--- src/design/ecd_pkg.sv ---
// shared constants and types of the event counter / divider channel
package ecd_pkg;
  localparam int DATA_W    = 16;
  localparam int ADDR_W    = 4;
  localparam int NUM_CHAN  = 8;
  localparam int PSC_W     = 4;
  localparam int NUM_CK    = 4;
  localparam int PSC_CNT_W = 16;

  // register indices
  localparam logic [3:0] ADDR_UNIT_CTRL = 4'h0;
  localparam logic [3:0] ADDR_PRESCALE  = 4'h1;
  localparam logic [3:0] ADDR_MODE      = 4'h2;
  localparam logic [3:0] ADDR_RELOAD    = 4'h3;
  localparam logic [3:0] ADDR_COUNT     = 4'h4;
  localparam logic [3:0] ADDR_TRIGGER   = 4'h5;
  localparam logic [3:0] ADDR_STATUS    = 4'h6;
  localparam logic [3:0] ADDR_OUTPUT    = 4'h7;

  // unit control / trigger / status fields
  localparam int UNIT_EN_BIT = 0;
  localparam int START_BIT   = 0;
  localparam int STOP_BIT    = 1;
  localparam int ENST_BIT    = 0;
  localparam int WAIT_BIT    = 1;

  // mode register fields
  localparam int CKS_HI       = 15;
  localparam int CKS_LO       = 14;
  localparam int MS_BIT       = 11;
  localparam int EDGE_HI      = 7;
  localparam int EDGE_LO      = 6;
  localparam int DIV_MODE_BIT = 1;
  localparam int START_IRQ_BIT = 0;

  // output control fields
  localparam int OUT_VAL_BIT  = 0;
  localparam int OUT_EN_BIT   = 1;
  localparam int OUT_MODE_BIT = 2;
  localparam int OUT_LVL_BIT  = 3;
  localparam int NF_EN_BIT    = 4;

  localparam logic [DATA_W-1:0] RST_WORD = 16'h0000;
  localparam logic [DATA_W-1:0] CNT_ZERO = 16'h0000;
  localparam logic [DATA_W-1:0] CNT_ONE  = 16'h0001;
  localparam logic [1:0] CK_SEL_0 = 2'h0;
  localparam logic [1:0] CK_SEL_1 = 2'h2;
  localparam logic [1:0] CK_SEL_2 = 2'h1;
  localparam logic [1:0] CK_SEL_3 = 2'h3;

  typedef enum logic [1:0] {
    EDGE_FALL = 2'h0,
    EDGE_RISE = 2'h1,
    EDGE_BOTH = 2'h2
  } ecd_edge_t;

  // gray coded along idle -> wait -> run
  typedef enum logic [1:0] {
    ST_IDLE = 2'h0,
    ST_WAIT = 2'h1,
    ST_RUN  = 2'h3
  } ecd_state_t;

  function automatic logic chan_has_split(input int ch);
    return (ch == 1) || (ch == 3);
  endfunction

  function automatic logic chan_has_master(input int ch);
    return (ch == 2) || (ch == 4) || (ch == 6);
  endfunction

  function automatic logic chan_has_divider(input int ch);
    return (ch == 0) || (ch == 3);
  endfunction
endpackage

--- src/design/ecd_channel.sv ---
// one timer channel: external event counter and frequency divider
// Operation
// - interrupt after reload plus one valid edges
// - count register counts down in event mode
// - start sets enable, loads count from reload in event mode
// - decrement per edge; at zero reload, interrupt
// - reload writable anytime, used next period
// - start trigger bit always reads zero
// - stop clears enable, holds count, self-clears
// - unit disabled: clock stopped, writes ignored
// - unit disable resets channel, output, pin mode
// - clock select codes map prescaled clocks
// - mode bit is master, split or zero
// - divider exists only on channels zero, three
// - divider loads reload on first valid edge
// - start interrupt bit gates first toggle, interrupt
// - divider toggles output and reloads at zero
// - output period is twice reload plus one
// - output period jitters one operation clock
// - eight channels numbered zero to seven
//
// Local design decisions: the address map and the strobed register port.
`timescale 1ns/1ns
module ecd_channel
  import ecd_pkg::*;
#(
  parameter int CHAN_NUM = 0
) (
  // clock and reset
  input  wire logic              sys_clk_i,
  input  wire logic              reset_i,
  // register port
  input  wire logic [ADDR_W-1:0] addr_i,
  input  wire logic [DATA_W-1:0] wdata_i,
  input  wire logic              wr_i,
  input  wire logic              rd_i,
  output logic      [DATA_W-1:0] rdata_o,
  // timer pins
  input  wire logic              timer_input_pin_i,
  output logic                   timer_output_pin_o,
  output logic                   timer_pin_mode_o,
  // events and status
  output logic                   channel_interrupt_o,
  output logic                   enable_status_o
);
  // the channel number must name one of the eight channels
  localparam logic CHAN_OK = (CHAN_NUM >= 0) && (CHAN_NUM < NUM_CHAN);
  localparam logic HAS_DIV = CHAN_OK && chan_has_divider(CHAN_NUM);
  localparam logic HAS_CK23 = chan_has_split(CHAN_NUM);
  localparam logic HAS_MS = chan_has_split(CHAN_NUM) || chan_has_master(CHAN_NUM);

  logic                      unit_en;
  logic [NUM_CK*PSC_W-1:0]   prescale_sel;
  logic [1:0]                ck_sel;
  logic                      ms_bit;
  logic [1:0]                edge_sel;
  logic                      div_mode;
  logic                      start_irq;
  logic [DATA_W-1:0]         reload_register;
  logic [DATA_W-1:0]         count_register;
  logic                      out_val;
  logic                      out_en;
  logic                      out_mode;
  logic                      out_lvl;
  logic                      nf_en;
  ecd_state_t                state;
  ecd_state_t                next_state;
  logic                      wr_ok;
  logic                      start_req;
  logic                      stop_req;
  logic                      op_tick;
  logic                      edge_pulse;
  logic                      cnt_zero;
  logic                      do_event;
  logic                      toggle_req;
  logic [DATA_W-1:0]         next_count;
  logic [DATA_W-1:0]         next_rdata;
  logic [DATA_W-1:0]         mode_word;
  logic [DATA_W-1:0]         out_word;

  // writes other than to the unit control only land while the unit runs
  assign wr_ok     = wr_i && unit_en;
  assign start_req = wr_ok && (addr_i == ADDR_TRIGGER) && wdata_i[START_BIT];
  assign stop_req  = wr_ok && (addr_i == ADDR_TRIGGER) && wdata_i[STOP_BIT];
  assign cnt_zero  = count_register == CNT_ZERO;

  // unit enable is always writable
  always_ff @(posedge sys_clk_i or posedge reset_i) begin
    if (reset_i) begin
      unit_en <= 1'b0;
    end else if (wr_i && (addr_i == ADDR_UNIT_CTRL)) begin
      unit_en <= wdata_i[UNIT_EN_BIT];
    end
  end

  always_ff @(posedge sys_clk_i or posedge reset_i) begin
    if (reset_i) begin
      prescale_sel <= '0;
    end else if (!unit_en) begin
      prescale_sel <= '0;
    end else if (wr_ok && (addr_i == ADDR_PRESCALE)) begin
      prescale_sel <= wdata_i[NUM_CK*PSC_W-1:0];
    end
  end

  // mode register; fields fixed where the channel lacks the feature
  always_ff @(posedge sys_clk_i or posedge reset_i) begin
    if (reset_i) begin
      ck_sel    <= CK_SEL_0;
      ms_bit    <= 1'b0;
      edge_sel  <= EDGE_FALL;
      div_mode  <= 1'b0;
      start_irq <= 1'b0;
    end else if (!unit_en) begin
      ck_sel    <= CK_SEL_0;
      ms_bit    <= 1'b0;
      edge_sel  <= EDGE_FALL;
      div_mode  <= 1'b0;
      start_irq <= 1'b0;
    end else if (wr_ok && (addr_i == ADDR_MODE)) begin
      ck_sel[1] <= wdata_i[CKS_HI];
      ck_sel[0] <= wdata_i[CKS_LO] && HAS_CK23;
      ms_bit    <= wdata_i[MS_BIT] && HAS_MS;
      edge_sel  <= wdata_i[EDGE_HI:EDGE_LO];
      div_mode  <= wdata_i[DIV_MODE_BIT] && HAS_DIV;
      start_irq <= wdata_i[START_IRQ_BIT];
    end
  end

  // reload value is picked up only at the next load
  always_ff @(posedge sys_clk_i or posedge reset_i) begin
    if (reset_i) begin
      reload_register <= RST_WORD;
    end else if (!unit_en) begin
      reload_register <= RST_WORD;
    end else if (wr_ok && (addr_i == ADDR_RELOAD)) begin
      reload_register <= wdata_i;
    end
  end

  // output control bits; timer toggles win over a same-cycle software write
  always_ff @(posedge sys_clk_i or posedge reset_i) begin
    if (reset_i) begin
      out_en   <= 1'b0;
      out_mode <= 1'b0;
      out_lvl  <= 1'b0;
      nf_en    <= 1'b0;
    end else if (!unit_en) begin
      out_en   <= 1'b0;
      out_mode <= 1'b0;
      out_lvl  <= 1'b0;
      nf_en    <= 1'b0;
    end else if (wr_ok && (addr_i == ADDR_OUTPUT)) begin
      out_en   <= wdata_i[OUT_EN_BIT];
      out_mode <= wdata_i[OUT_MODE_BIT];
      out_lvl  <= wdata_i[OUT_LVL_BIT];
      nf_en    <= wdata_i[NF_EN_BIT];
    end
  end

  always_ff @(posedge sys_clk_i or posedge reset_i) begin
    if (reset_i) begin
      out_val <= 1'b0;
    end else if (!unit_en) begin
      out_val <= 1'b0;
    end else if (toggle_req && out_en) begin
      out_val <= !out_val;
    end else if (wr_ok && (addr_i == ADDR_OUTPUT)) begin
      out_val <= wdata_i[OUT_VAL_BIT];
    end
  end

  ecd_prescaler #(
    .CNT_W (PSC_CNT_W)
  ) u_prescaler (
    .sys_clk_i (sys_clk_i),
    .reset_i   (reset_i),
    .run_i     (unit_en),
    .div_sel_i (prescale_sel),
    .ck_sel_i  (ck_sel),
    .op_tick_o (op_tick)
  );

  ecd_input_cond u_input_cond (
    .sys_clk_i         (sys_clk_i),
    .reset_i           (reset_i),
    .clear_i           (state == ST_IDLE),
    .op_tick_i         (op_tick),
    .filter_en_i       (nf_en),
    .edge_sel_i        (edge_sel),
    .timer_input_pin_i (timer_input_pin_i),
    .edge_pulse_o      (edge_pulse)
  );

  // channel sequencing
  always_comb begin
    next_state = state;
    case (state)
      ST_IDLE: begin
        // stop wins over a start written in the same word
        if (start_req && !stop_req) begin
          next_state = div_mode ? ST_WAIT : ST_RUN;
        end
      end
      ST_WAIT: begin
        if (stop_req) begin
          next_state = ST_IDLE;
        end else if (start_req) begin
          next_state = ST_WAIT;
        end else if (edge_pulse) begin
          next_state = ST_RUN;
        end
      end
      ST_RUN: begin
        if (stop_req) begin
          next_state = ST_IDLE;
        end else if (start_req) begin
          next_state = div_mode ? ST_WAIT : ST_RUN;
        end
      end
      default: next_state = ST_IDLE;
    endcase
  end

  always_ff @(posedge sys_clk_i or posedge reset_i) begin
    if (reset_i) begin
      state <= ST_IDLE;
    end else if (!unit_en) begin
      state <= ST_IDLE;
    end else begin
      state <= next_state;
    end
  end

  // counting: reload on start in event mode, first divider edge, or on zero
  always_comb begin
    next_count = count_register;
    do_event   = 1'b0;
    toggle_req = 1'b0;
    if (stop_req) begin
      next_count = count_register;
    end else if (start_req && !div_mode) begin
      next_count = reload_register;
    end else if (start_req) begin
      next_count = count_register;
    end else if ((state == ST_WAIT) && edge_pulse) begin
      next_count = reload_register;
      do_event   = start_irq;
      toggle_req = start_irq;
    end else if ((state == ST_RUN) && edge_pulse) begin
      if (cnt_zero) begin
        next_count = reload_register;
        do_event   = 1'b1;
        toggle_req = div_mode;
      end else begin
        next_count = count_register - CNT_ONE;
      end
    end
  end

  always_ff @(posedge sys_clk_i or posedge reset_i) begin
    if (reset_i) begin
      count_register <= RST_WORD;
    end else if (!unit_en) begin
      count_register <= RST_WORD;
    end else begin
      count_register <= next_count;
    end
  end

  // event pulse; divider period is 2*(reload+1) edges on one edge
  always_ff @(posedge sys_clk_i or posedge reset_i) begin
    if (reset_i) begin
      channel_interrupt_o <= 1'b0;
    end else begin
      channel_interrupt_o <= unit_en && do_event;
    end
  end

  always_ff @(posedge sys_clk_i or posedge reset_i) begin
    if (reset_i) begin
      enable_status_o <= 1'b0;
    end else begin
      enable_status_o <= unit_en && (next_state != ST_IDLE);
    end
  end

  // pin: the port owns it while the unit is off
  always_ff @(posedge sys_clk_i or posedge reset_i) begin
    if (reset_i) begin
      timer_output_pin_o <= 1'b0;
      timer_pin_mode_o   <= 1'b0;
    end else begin
      timer_output_pin_o <= unit_en && out_val;
      timer_pin_mode_o   <= unit_en;
    end
  end

  // register readback
  always_comb begin
    mode_word = RST_WORD;
    mode_word[CKS_HI]        = ck_sel[1];
    mode_word[CKS_LO]        = ck_sel[0];
    mode_word[MS_BIT]        = ms_bit;
    mode_word[EDGE_HI:EDGE_LO] = edge_sel;
    mode_word[DIV_MODE_BIT]  = div_mode;
    mode_word[START_IRQ_BIT] = start_irq;
    out_word = RST_WORD;
    out_word[OUT_VAL_BIT]  = out_val;
    out_word[OUT_EN_BIT]   = out_en;
    out_word[OUT_MODE_BIT] = out_mode;
    out_word[OUT_LVL_BIT]  = out_lvl;
    out_word[NF_EN_BIT]    = nf_en;
  end

  always_comb begin
    next_rdata = RST_WORD;
    if (addr_i == ADDR_UNIT_CTRL) begin
      next_rdata[UNIT_EN_BIT] = unit_en;
    end else if (addr_i == ADDR_PRESCALE) begin
      next_rdata[NUM_CK*PSC_W-1:0] = prescale_sel;
    end else if (addr_i == ADDR_MODE) begin
      next_rdata = mode_word;
    end else if (addr_i == ADDR_RELOAD) begin
      next_rdata = reload_register;
    end else if (addr_i == ADDR_COUNT) begin
      next_rdata = count_register;
    end else if (addr_i == ADDR_TRIGGER) begin
      next_rdata = RST_WORD;
    end else if (addr_i == ADDR_STATUS) begin
      next_rdata[ENST_BIT] = state != ST_IDLE;
      next_rdata[WAIT_BIT] = state == ST_WAIT;
    end else if (addr_i == ADDR_OUTPUT) begin
      next_rdata = out_word;
    end
  end

  always_ff @(posedge sys_clk_i or posedge reset_i) begin
    if (reset_i) begin
      rdata_o <= RST_WORD;
    end else if (rd_i) begin
      rdata_o <= next_rdata;
    end else begin
      rdata_o <= RST_WORD;
    end
  end
endmodule

--- src/design/ecd_prescaler.sv ---
// four prescaled clock ticks and the selected operation clock tick
`timescale 1ns/1ns
module ecd_prescaler
  import ecd_pkg::*;
#(
  parameter int CNT_W = PSC_CNT_W
) (
  // clock and reset
  input  wire logic                    sys_clk_i,
  input  wire logic                    reset_i,
  // control
  input  wire logic                    run_i,
  input  wire logic [NUM_CK*PSC_W-1:0] div_sel_i,
  input  wire logic [1:0]              ck_sel_i,
  // tick
  output logic                         op_tick_o
);
  logic [CNT_W-1:0]  cnt;
  logic [NUM_CK-1:0] ck_tick;

  // each tick fires when the low div_sel bits of the counter are all ones
  function automatic logic tick_of(input logic [CNT_W-1:0] c, input logic [PSC_W-1:0] s);
    logic [CNT_W-1:0] mask;
    mask = CNT_W'((32'h1 << s) - 32'h1);
    return (c & mask) == mask;
  endfunction

  always_ff @(posedge sys_clk_i or posedge reset_i) begin
    if (reset_i) begin
      cnt <= '0;
    end else if (!run_i) begin
      cnt <= '0;
    end else begin
      cnt <= cnt + CNT_W'(1);
    end
  end

  always_comb begin
    for (int i = 0; i < NUM_CK; i++) begin
      ck_tick[i] = run_i && tick_of(cnt, div_sel_i[i*PSC_W +: PSC_W]);
    end
  end

  always_ff @(posedge sys_clk_i or posedge reset_i) begin
    if (reset_i) begin
      op_tick_o <= 1'b0;
    end else begin
      case (ck_sel_i)
        CK_SEL_0: op_tick_o <= ck_tick[0];
        CK_SEL_1: op_tick_o <= ck_tick[1];
        CK_SEL_2: op_tick_o <= ck_tick[2];
        default:  op_tick_o <= ck_tick[3];
      endcase
    end
  end
endmodule

--- src/design/ecd_input_cond.sv ---
// timer input synchroniser, noise filter and valid edge detector
`timescale 1ns/1ns
module ecd_input_cond
  import ecd_pkg::*;
(
  // clock and reset
  input  wire logic       sys_clk_i,
  input  wire logic       reset_i,
  // control
  input  wire logic       clear_i,
  input  wire logic       op_tick_i,
  input  wire logic       filter_en_i,
  input  wire logic [1:0] edge_sel_i,
  // pin and event
  input  wire logic       timer_input_pin_i,
  output logic            edge_pulse_o
);
  logic sync1;
  logic sync2;
  logic samp;
  logic filt;
  logic filt_q;

  always_ff @(posedge sys_clk_i or posedge reset_i) begin
    if (reset_i) begin
      sync1 <= 1'b0;
      sync2 <= 1'b0;
    end else begin
      sync1 <= timer_input_pin_i;
      sync2 <= sync1;
    end
  end

  // sampling on the operation clock costs up to one tick of skew
  always_ff @(posedge sys_clk_i or posedge reset_i) begin
    if (reset_i) begin
      samp <= 1'b0;
      filt <= 1'b0;
    end else if (clear_i) begin
      samp <= sync2;
      filt <= sync2;
    end else if (op_tick_i) begin
      samp <= sync2;
      if (!filter_en_i || (sync2 == samp)) begin
        filt <= sync2;
      end
    end
  end

  always_ff @(posedge sys_clk_i or posedge reset_i) begin
    if (reset_i) begin
      filt_q       <= 1'b0;
      edge_pulse_o <= 1'b0;
    end else begin
      filt_q <= filt;
      if (clear_i) begin
        edge_pulse_o <= 1'b0;
      end else begin
        case (edge_sel_i)
          EDGE_RISE: edge_pulse_o <= filt && !filt_q;
          EDGE_BOTH: edge_pulse_o <= filt != filt_q;
          default:   edge_pulse_o <= !filt && filt_q;
        endcase
      end
    end
  end
endmodule

--- config.mk ---
export PLATFORM = sky130hd
export DESIGN_NAME = ecd_channel
export DESIGN_NICKNAME = d
export VERILOG_FILES = /design/src/design/ecd_pkg.sv /design/src/design/ecd_channel.sv /design/src/design/ecd_prescaler.sv /design/src/design/ecd_input_cond.sv
export SDC_FILE = /design/constraint.sdc
export NUM_CORES = 1
export LEC_CHECK = 0
export ABC_AREA = 0
export BUFFER_PORTS_ARGS = -buffer_cell sky130_fd_sc_hd__buf_2
export CAP_MARGIN = 20
export CORE_ASPECT_RATIO = 0.9
export CORE_MARGIN = 5
export CORE_UTILIZATION = 55
export CTS_CLUSTER_SIZE = 25
export DETAILED_ROUTE_END_ITERATION = 16
export GPL_TIMING_DRIVEN = 0
export HOLD_SLACK_MARGIN = 0.15
export PLACE_DENSITY = 0.74
export SLEW_MARGIN = 30
export SYNTH_ARGS = -nofsm -noshare
export SYNTH_HDL_FRONTEND = slang
export SYNTH_SLANG_ARGS = --single-unit
--- constraint.sdc ---
create_clock -name sys_clk_i -period 3.2 [get_ports sys_clk_i]
set_input_delay 0.16 -clock sys_clk_i [delete_from_list [all_inputs] [get_ports sys_clk_i]]
set_output_delay 0.16 -clock sys_clk_i [all_outputs]
set_load 0.05 [all_outputs]
After elaboration in Yosys (flattened, before gate mapping)
Index checks and enable logic that the tools add are counted.
{"block": "word_totals", "in_bits": 25, "mem_bits_rw": 0, "word_cells": 182, "latch_bits": 0, "mem_count": 0, "out_inout_bits": 20, "reg_bits": 106, "rom_bits": 0}
{"block": "op_classes", "bitwise_logic": 4, "n_reduce_logical": 40, "order_cmp": 0, "mul": 0, "n_div": 0, "mux": 73, "eq_ne": 27, "shifts": 4, "add_sub_neg": 6}
{"cell": "$mux W16", "n": 18}
{"cell": "$sub A16 B1 Y16 const B", "n": 5}
{"cell": "$and A16 B16 Y16", "n": 4}
{"cell": "$eq A16 B16 Y1", "n": 4}
{"cell": "$shl A1 B4 Y16 const A", "n": 4}
{"cell": "$mux W1", "n": 36}
{"cell": "$mux W2", "n": 13}
{"cell": "$logic_and A1 B1 Y1", "n": 23}
{"cell": "$add A16 B1 Y16 const B", "n": 1}
{"cell": "$eq A4 B3 Y1 const B", "n": 4}
{"cell": "$logic_not A16 Y1", "n": 1}
{"cell": "$mux W15", "n": 1}
{"cell": "$eq A4 B2 Y1 const B", "n": 2}
{"cell": "$ne A2 B1 Y1 const B", "n": 4}
{"cell": "$reduce_bool A2 Y1", "n": 4}
{"cell": "$eq A2 B1 Y1 const B", "n": 3}
{"cell": "$eq A2 B2 Y1 const B", "n": 3}
{"cell": "$logic_not A1 Y1", "n": 6}
{"cell": "$pmux W2 S3", "n": 1}
{"cell": "$mux W5", "n": 1}
{"cell": "$eq A4 B1 Y1 const B", "n": 1}
{"cell": "$logic_not A2 Y1", "n": 2}
{"cell": "$logic_not A4 Y1", "n": 1}
{"cell": "$ne A4 B1 Y1 const B", "n": 1}
{"cell": "11 further kinds", "n": 11}

Logic depth before layout (Yosys ltp)
{"block": "logic_depth", "ltp_word": 10, "depth_mapped": 10, "mapped_depth_nobuf": 8}

Hierarchy
A second synthesis with hierarchy kept.
{"block": "hier_totals", "hier_cells": 759, "hier_area_um2": 6353.6}
{"module": "ecd_channel", "seq_area_each_um2": 2026.9, "cells_per_inst": 464, "n_inst": 1, "area_each_um2": 4097.7}
{"module": "ecd_prescaler", "seq_area_each_um2": 400.4, "cells_per_inst": 268, "n_inst": 1, "area_each_um2": 1960.6}
{"module": "ecd_input_cond", "seq_area_each_um2": 150.1, "cells_per_inst": 27, "n_inst": 1, "area_each_um2": 295.3}

Least setup slack after synthesis
No wires, ideal clock.
{"block": "synth_timing", "path_kind": "register to register", "from": "register prescale_sel[5]", "to": "register u_prescaler.op_tick_o", "setup_ns": 0.065, "n_path_buf": 2, "t_arrival_ns": 2.543, "path_stages_with_launch": 11, "path_slack_ns": 0.592, "required_ns": 3.135, "synth_period_minus_slack_ns": 2.608, "cell_sequence": "dfrtp_1 -> clkbuf_1 -> nor3_1 -> nand2_1 -> ha_1 -> clkbuf_1 -> and2_1 -> o311a_1 -> a2111o_1 -> a2111oi_0 -> a31o_2"}
{"block": "synth_via", "elab_chain_cells": 6}
{"item": "start: declaration", "line_no": "ecd_channel.sv:53", "rtl": "logic [NUM_CK*PSC_W-1:0] prescale_sel;"}
{"item": "start signal: assignment", "line_no": "ecd_channel.sv:102", "rtl": "prescale_sel <= wdata_i[NUM_CK*PSC_W-1:0];"}
{"item": "$shl A1 B4 Y16 *", "line_no": "ecd_prescaler.sv:24", "rtl": "mask = CNT_W'((32'h1 << s) - 32'h1);"}
{"item": "$sub A16 B1 Y16 *", "line_no": "ecd_prescaler.sv:24"}
{"item": "$and A16 B16 Y16", "line_no": "ecd_prescaler.sv:25", "rtl": "return (c & mask) == mask;"}
{"item": "$eq A16 B16 Y1 *", "line_no": "ecd_prescaler.sv:25"}
{"item": "$logic_and A1 B1 Y1 *", "line_no": "ecd_prescaler.sv:40", "rtl": "ck_tick[i] = run_i && tick_of(cnt, div_sel_i[i*PSC_W +: PSC_W]);"}
{"item": "$pmux W1 S3 *", "line_no": "ecd_prescaler.sv:48", "rtl": "case (ck_sel_i)"}
{"item": "end signal: assignment", "line_no": "ecd_prescaler.sv:49", "rtl": "CK_SEL_0: op_tick_o <= ck_tick[0];"}
{"item": "end signal: assignment", "line_no": "ecd_prescaler.sv:50", "rtl": "CK_SEL_1: op_tick_o <= ck_tick[1];"}
{"item": "end signal: assignment", "line_no": "ecd_prescaler.sv:51", "rtl": "CK_SEL_2: op_tick_o <= ck_tick[2];"}
{"item": "end: declaration", "line_no": "ecd_prescaler.sv:16", "rtl": "output logic op_tick_o"}
Every way passes the cells marked *; elsewhere a longest branch is shown, timed or not.
A chain may end at the register's enable or synchronous reset.

Final worst setup path
Ends and elaborated chain as after synthesis.

==> impl_results.md <==
* Status: finished clean
* Final Hold Fails at 0
* Port Buffers at 42
* Worst setup startpoint: prescale_sel[5]$_DFFE_PP0P_
* Critical path launch point type: flip-flop
* Clk sinks at 103
* Post-synth ARST share at 1.00
* Fin worst setup slack at 132 ps
* Fillers at 875
* R2r worst-path depth at 10
* Clock Path Buffers at 2
* Synth cell types at 62
* Flop2flop setup slack at 130 ps
* Slew Viols, Final at 0
* Worst VDD drop at 0.375 mV
* Crit path largest cell delay at 550 ps
* Crit Path Max Fanout at 10
* Gate Count Post-Synth at 670
* Setup Slack @ Placement at 213 ps
* Min Tclk post-route at 3070 ps
* Residual DRC at 0
* Cell depth of the worst setup path at 10
* Number of flops mapped to enable cells by yosys at 0
* Worst-Skew Late Latency at 360 ps
* Fin crit share at 0.959
* DR pass1 iterations at 5
* Io pins at 45
* Synthesis Warnings at 0
* CP dominant cell by count: clkbuf_1
* Largest net degree at the start of global routing at 65
* Worst slew pin tran at 951 ps
* CP max-delay cell: a2111oi_0
* Syn_area_per_cell at 8.51 um^2
* H-tree depth at 3
* Final HPWL DP at 12.1 mm
* Flop and latch count out of synthesis at 103
* Primary FF master, synth: dfrtp_1
* RSZ-0062 raised after global routing: false
* Top post-synthesis cells by area: dfrtp_1, nand2_1, a21oi_1, o21ai_0, nor2_1
* Rows at 35
* Gp weighted congestion at 0.986
* Leakage at 2.80 nW
* Total CTS buffers at 9
* Leading area contributor after synthesis: dfrtp_1
* GRT Overall Usage at 0.273
* Share of post-route cells with drive strength above 1 at 0.0977
* CTS tree: yes
* Power density over the cells at 431 nW/um^2
* Kind of cell adding the most delay to the critical path: compound AO/OA/AOI/OAI gates
* Max Clk Rate at 326 MHz
* Area growth syn-to-layout at 15.2%
* Reg area at 2580 um^2
* DRT iter0 DRCs at 786
* Crit end category: flip-flop
* Vias in the first global route at 5209
* Clock Skews at 13.4 ps
* Setup bufs post-CTS at 0
* Die width at 117 um
* Req. time, crit path at 3490 ps
* Yosys top cell area share at 0.452
* Clock transition at path regs at 70 ps
* Register area share after synthesis at 0.452
* Critical path, cell by cell: clkbuf_1, nor3_2, nand2_1, ha_1, clkbuf_1, and2_1, o311a_1, a2111o_1, a2111oi_0, a31o_2
* Arrival time at the worst endpoint at 3360 ps
* First-pass GRT wire length at 27.4 mm
* Slew HR at 0.361
* Worst reg2reg endpoint: u_prescaler.op_tick_o$_DFF_PP0_
* Effective utilization at floorplan at 0.559
* Max-cap check violation count at 0
* Worst r2r src: prescale_sel[5]$_DFFE_PP0P_
* Area taken by multi-input logic gates at 2840 um^2
* Cell area after synthesis at 5700 um^2
* Routed Wire Length at 16.7 mm
* Ant diodes at 0
* Die Y-Extent at 107 um
* GRT overflow at 0
* Setup TNS at 0 ps
* Core area at 10200 um^2
* Root Buffer: clkbuf_16
* WL/cell at 19.0 um
* Nets at 776
* Hold crit path type: in2reg
* Critical path class: reg2reg
* Hold Crit Start: wdata_i[0]
* Worst Path Buf+Inv at 2
* Via count at 5488
* CP endpoint: u_prescaler.op_tick_o$_DFF_PP0_
* Initial antenna violation count at 0
* Routed Antenna Nets at 0
* Die area at 12500 um^2
* Vias per cell at 6.26
* Final setup violation count at 0
* Syn Nets at 704
## metrics by stage
stage	hold WS, ps	area [um^2]	total power (W)	util	std cells
2_1_floorplan	191	5700	0.00163	-	670
3_3_place_gp	269	6080	0.00176	0.595	841
3_5_place_dp	184	6110	0.00177	0.599	842
4_1_cts	243	6570	0.00283	0.644	876
5_1_grt	287	6570	0.00294	0.644	876
6_report	250	6570	0.00283	0.644	876
## tightest hold or removal path, cell delays in order
cell	delay [ps]
clkbuf_1	210
nand2_1	120
a21oi_1	60
## state kept, by name, indices dropped and copies added (netlist names), 2 cells and up
| register | count |
|---|---|
| count_register | 16 |
| prescale_sel | 16 |
| rdata_o | 16 |
| reload_register | 16 |
| u_prescaler.cnt | 15 |
| edge_sel | 2 |
| state | 2 |
## cell usage in the layout (no fill, tap or decap), drive strengths merged, types with 6 or more instances in the layout
| cell | synthesis | final |
|---|---|---|
| nand4 | 6 | 6 |
| nor4 | 6 | 6 |
| xor2 | 6 | 6 |
| ha | 9 | 9 |
| nor2 | 46 | 46 |
| o21ai | 45 | 45 |
| nand2 | 121 | 121 |
| nand3 | 19 | 19 |
| buf | 6 | 49 |
| inv | 20 | 23 |
| and2 | 7 | 7 |
| a22oi | 8 | 8 |
| dlygate4sd3 | 0 | 18 |
| o2bb2ai | 9 | 9 |
| a21oi | 71 | 71 |
| clkbuf | 43 | 53 |
| o211ai | 6 | 6 |
| xnor2 | 8 | 8 |
| mux2i | 14 | 14 |
| dfrtp | 103 | 103 |
| nor2b | 16 | 16 |
| or3 | 9 | 9 |
| nor3 | 21 | 21 |
| nand2b | 7 | 7 |
## kinds of logic (layout without fill, tap and decap cells)
logic type,after synthesis,after routing,share of synthesized area
AOI/OAI and AO/OA,185,185,0.202
buffers and inverters,70,147,0.0513
and+or+nand+nor,273,273,0.225
muxes,16,16,0.0285
xor gates and xnor gates,14,14,0.0215
adders and majority gates,9,9,0.0197
DFF,103,103,0.452
## layout make-up
type,instances,share of cell area
sequential,103,0.392
timing repair buffer,61,0.0636
tap,129,0.0246
clock buffer,10,0.0348
multi-input combinational,497,0.432
buffer,49,0.0326
inverter,21,0.0128
clock inverter,6,0.00761
## per-layer routing
layer	share of wire	up-vias	track usage
met5	0	-	0
li1	-	2505	-
met1	0.44	2665	0.400
met4	0.021	0	0.0870
met2	0.45	286	0.408
met3	0.085	32	0.0543
## repair_timing
action | 4_1_cts | 5_1_grt
hold buffers | 18 | 0
gates resized for setup | 0 | 1
setup endpoints to repair | 0 | 1
endpoints found under the hold margin | 79 | 0
## power breakdown
| group | switching, W | internal, W |
|---|---|---|
| sequential | 0.0000320 | 0.00133 |
| clock | 0.000519 | 0.000540 |
| combinational | 0.000295 | 0.000117 |
| total | 0.000846 | 0.00199 |
## cells in the mapped netlist (5+ instances only)
library cell    n
nand2b_1        7
and2_1          6
nor2b_1        16
nor3_1         21
ha_1            9
o2bb2ai_1       9
o211ai_1        6
clkbuf_1       42
nor4_1          6
nand2_1       121
o22ai_1         5
or3_1           9
o21ai_0        44
xor2_1          6
nor2_1         46
a22oi_1         8
nand4_1         6
dfrtp_1       103
nand3_1        19
a31oi_1         5
mux2i_1        14
inv_1          20
a21oi_1        71
xnor2_1         8
## worst min path at each step
stage	end	cells after the start
2_1_floorplan	u_input_cond.sync1$_DFF_PP0_	0
3_3_place_gp	u_input_cond.sync1$_DFF_PP0_	1
3_5_place_dp	u_input_cond.sync2$_DFF_PP0_	2
4_1_cts	prescale_sel[0]$_DFFE_PP0P_	3
5_1_grt	reload_register[0]$_DFFE_PP0P_	3
6_report	prescale_sel[0]$_DFFE_PP0P_	3
Power figures use the tool's default switching activity.
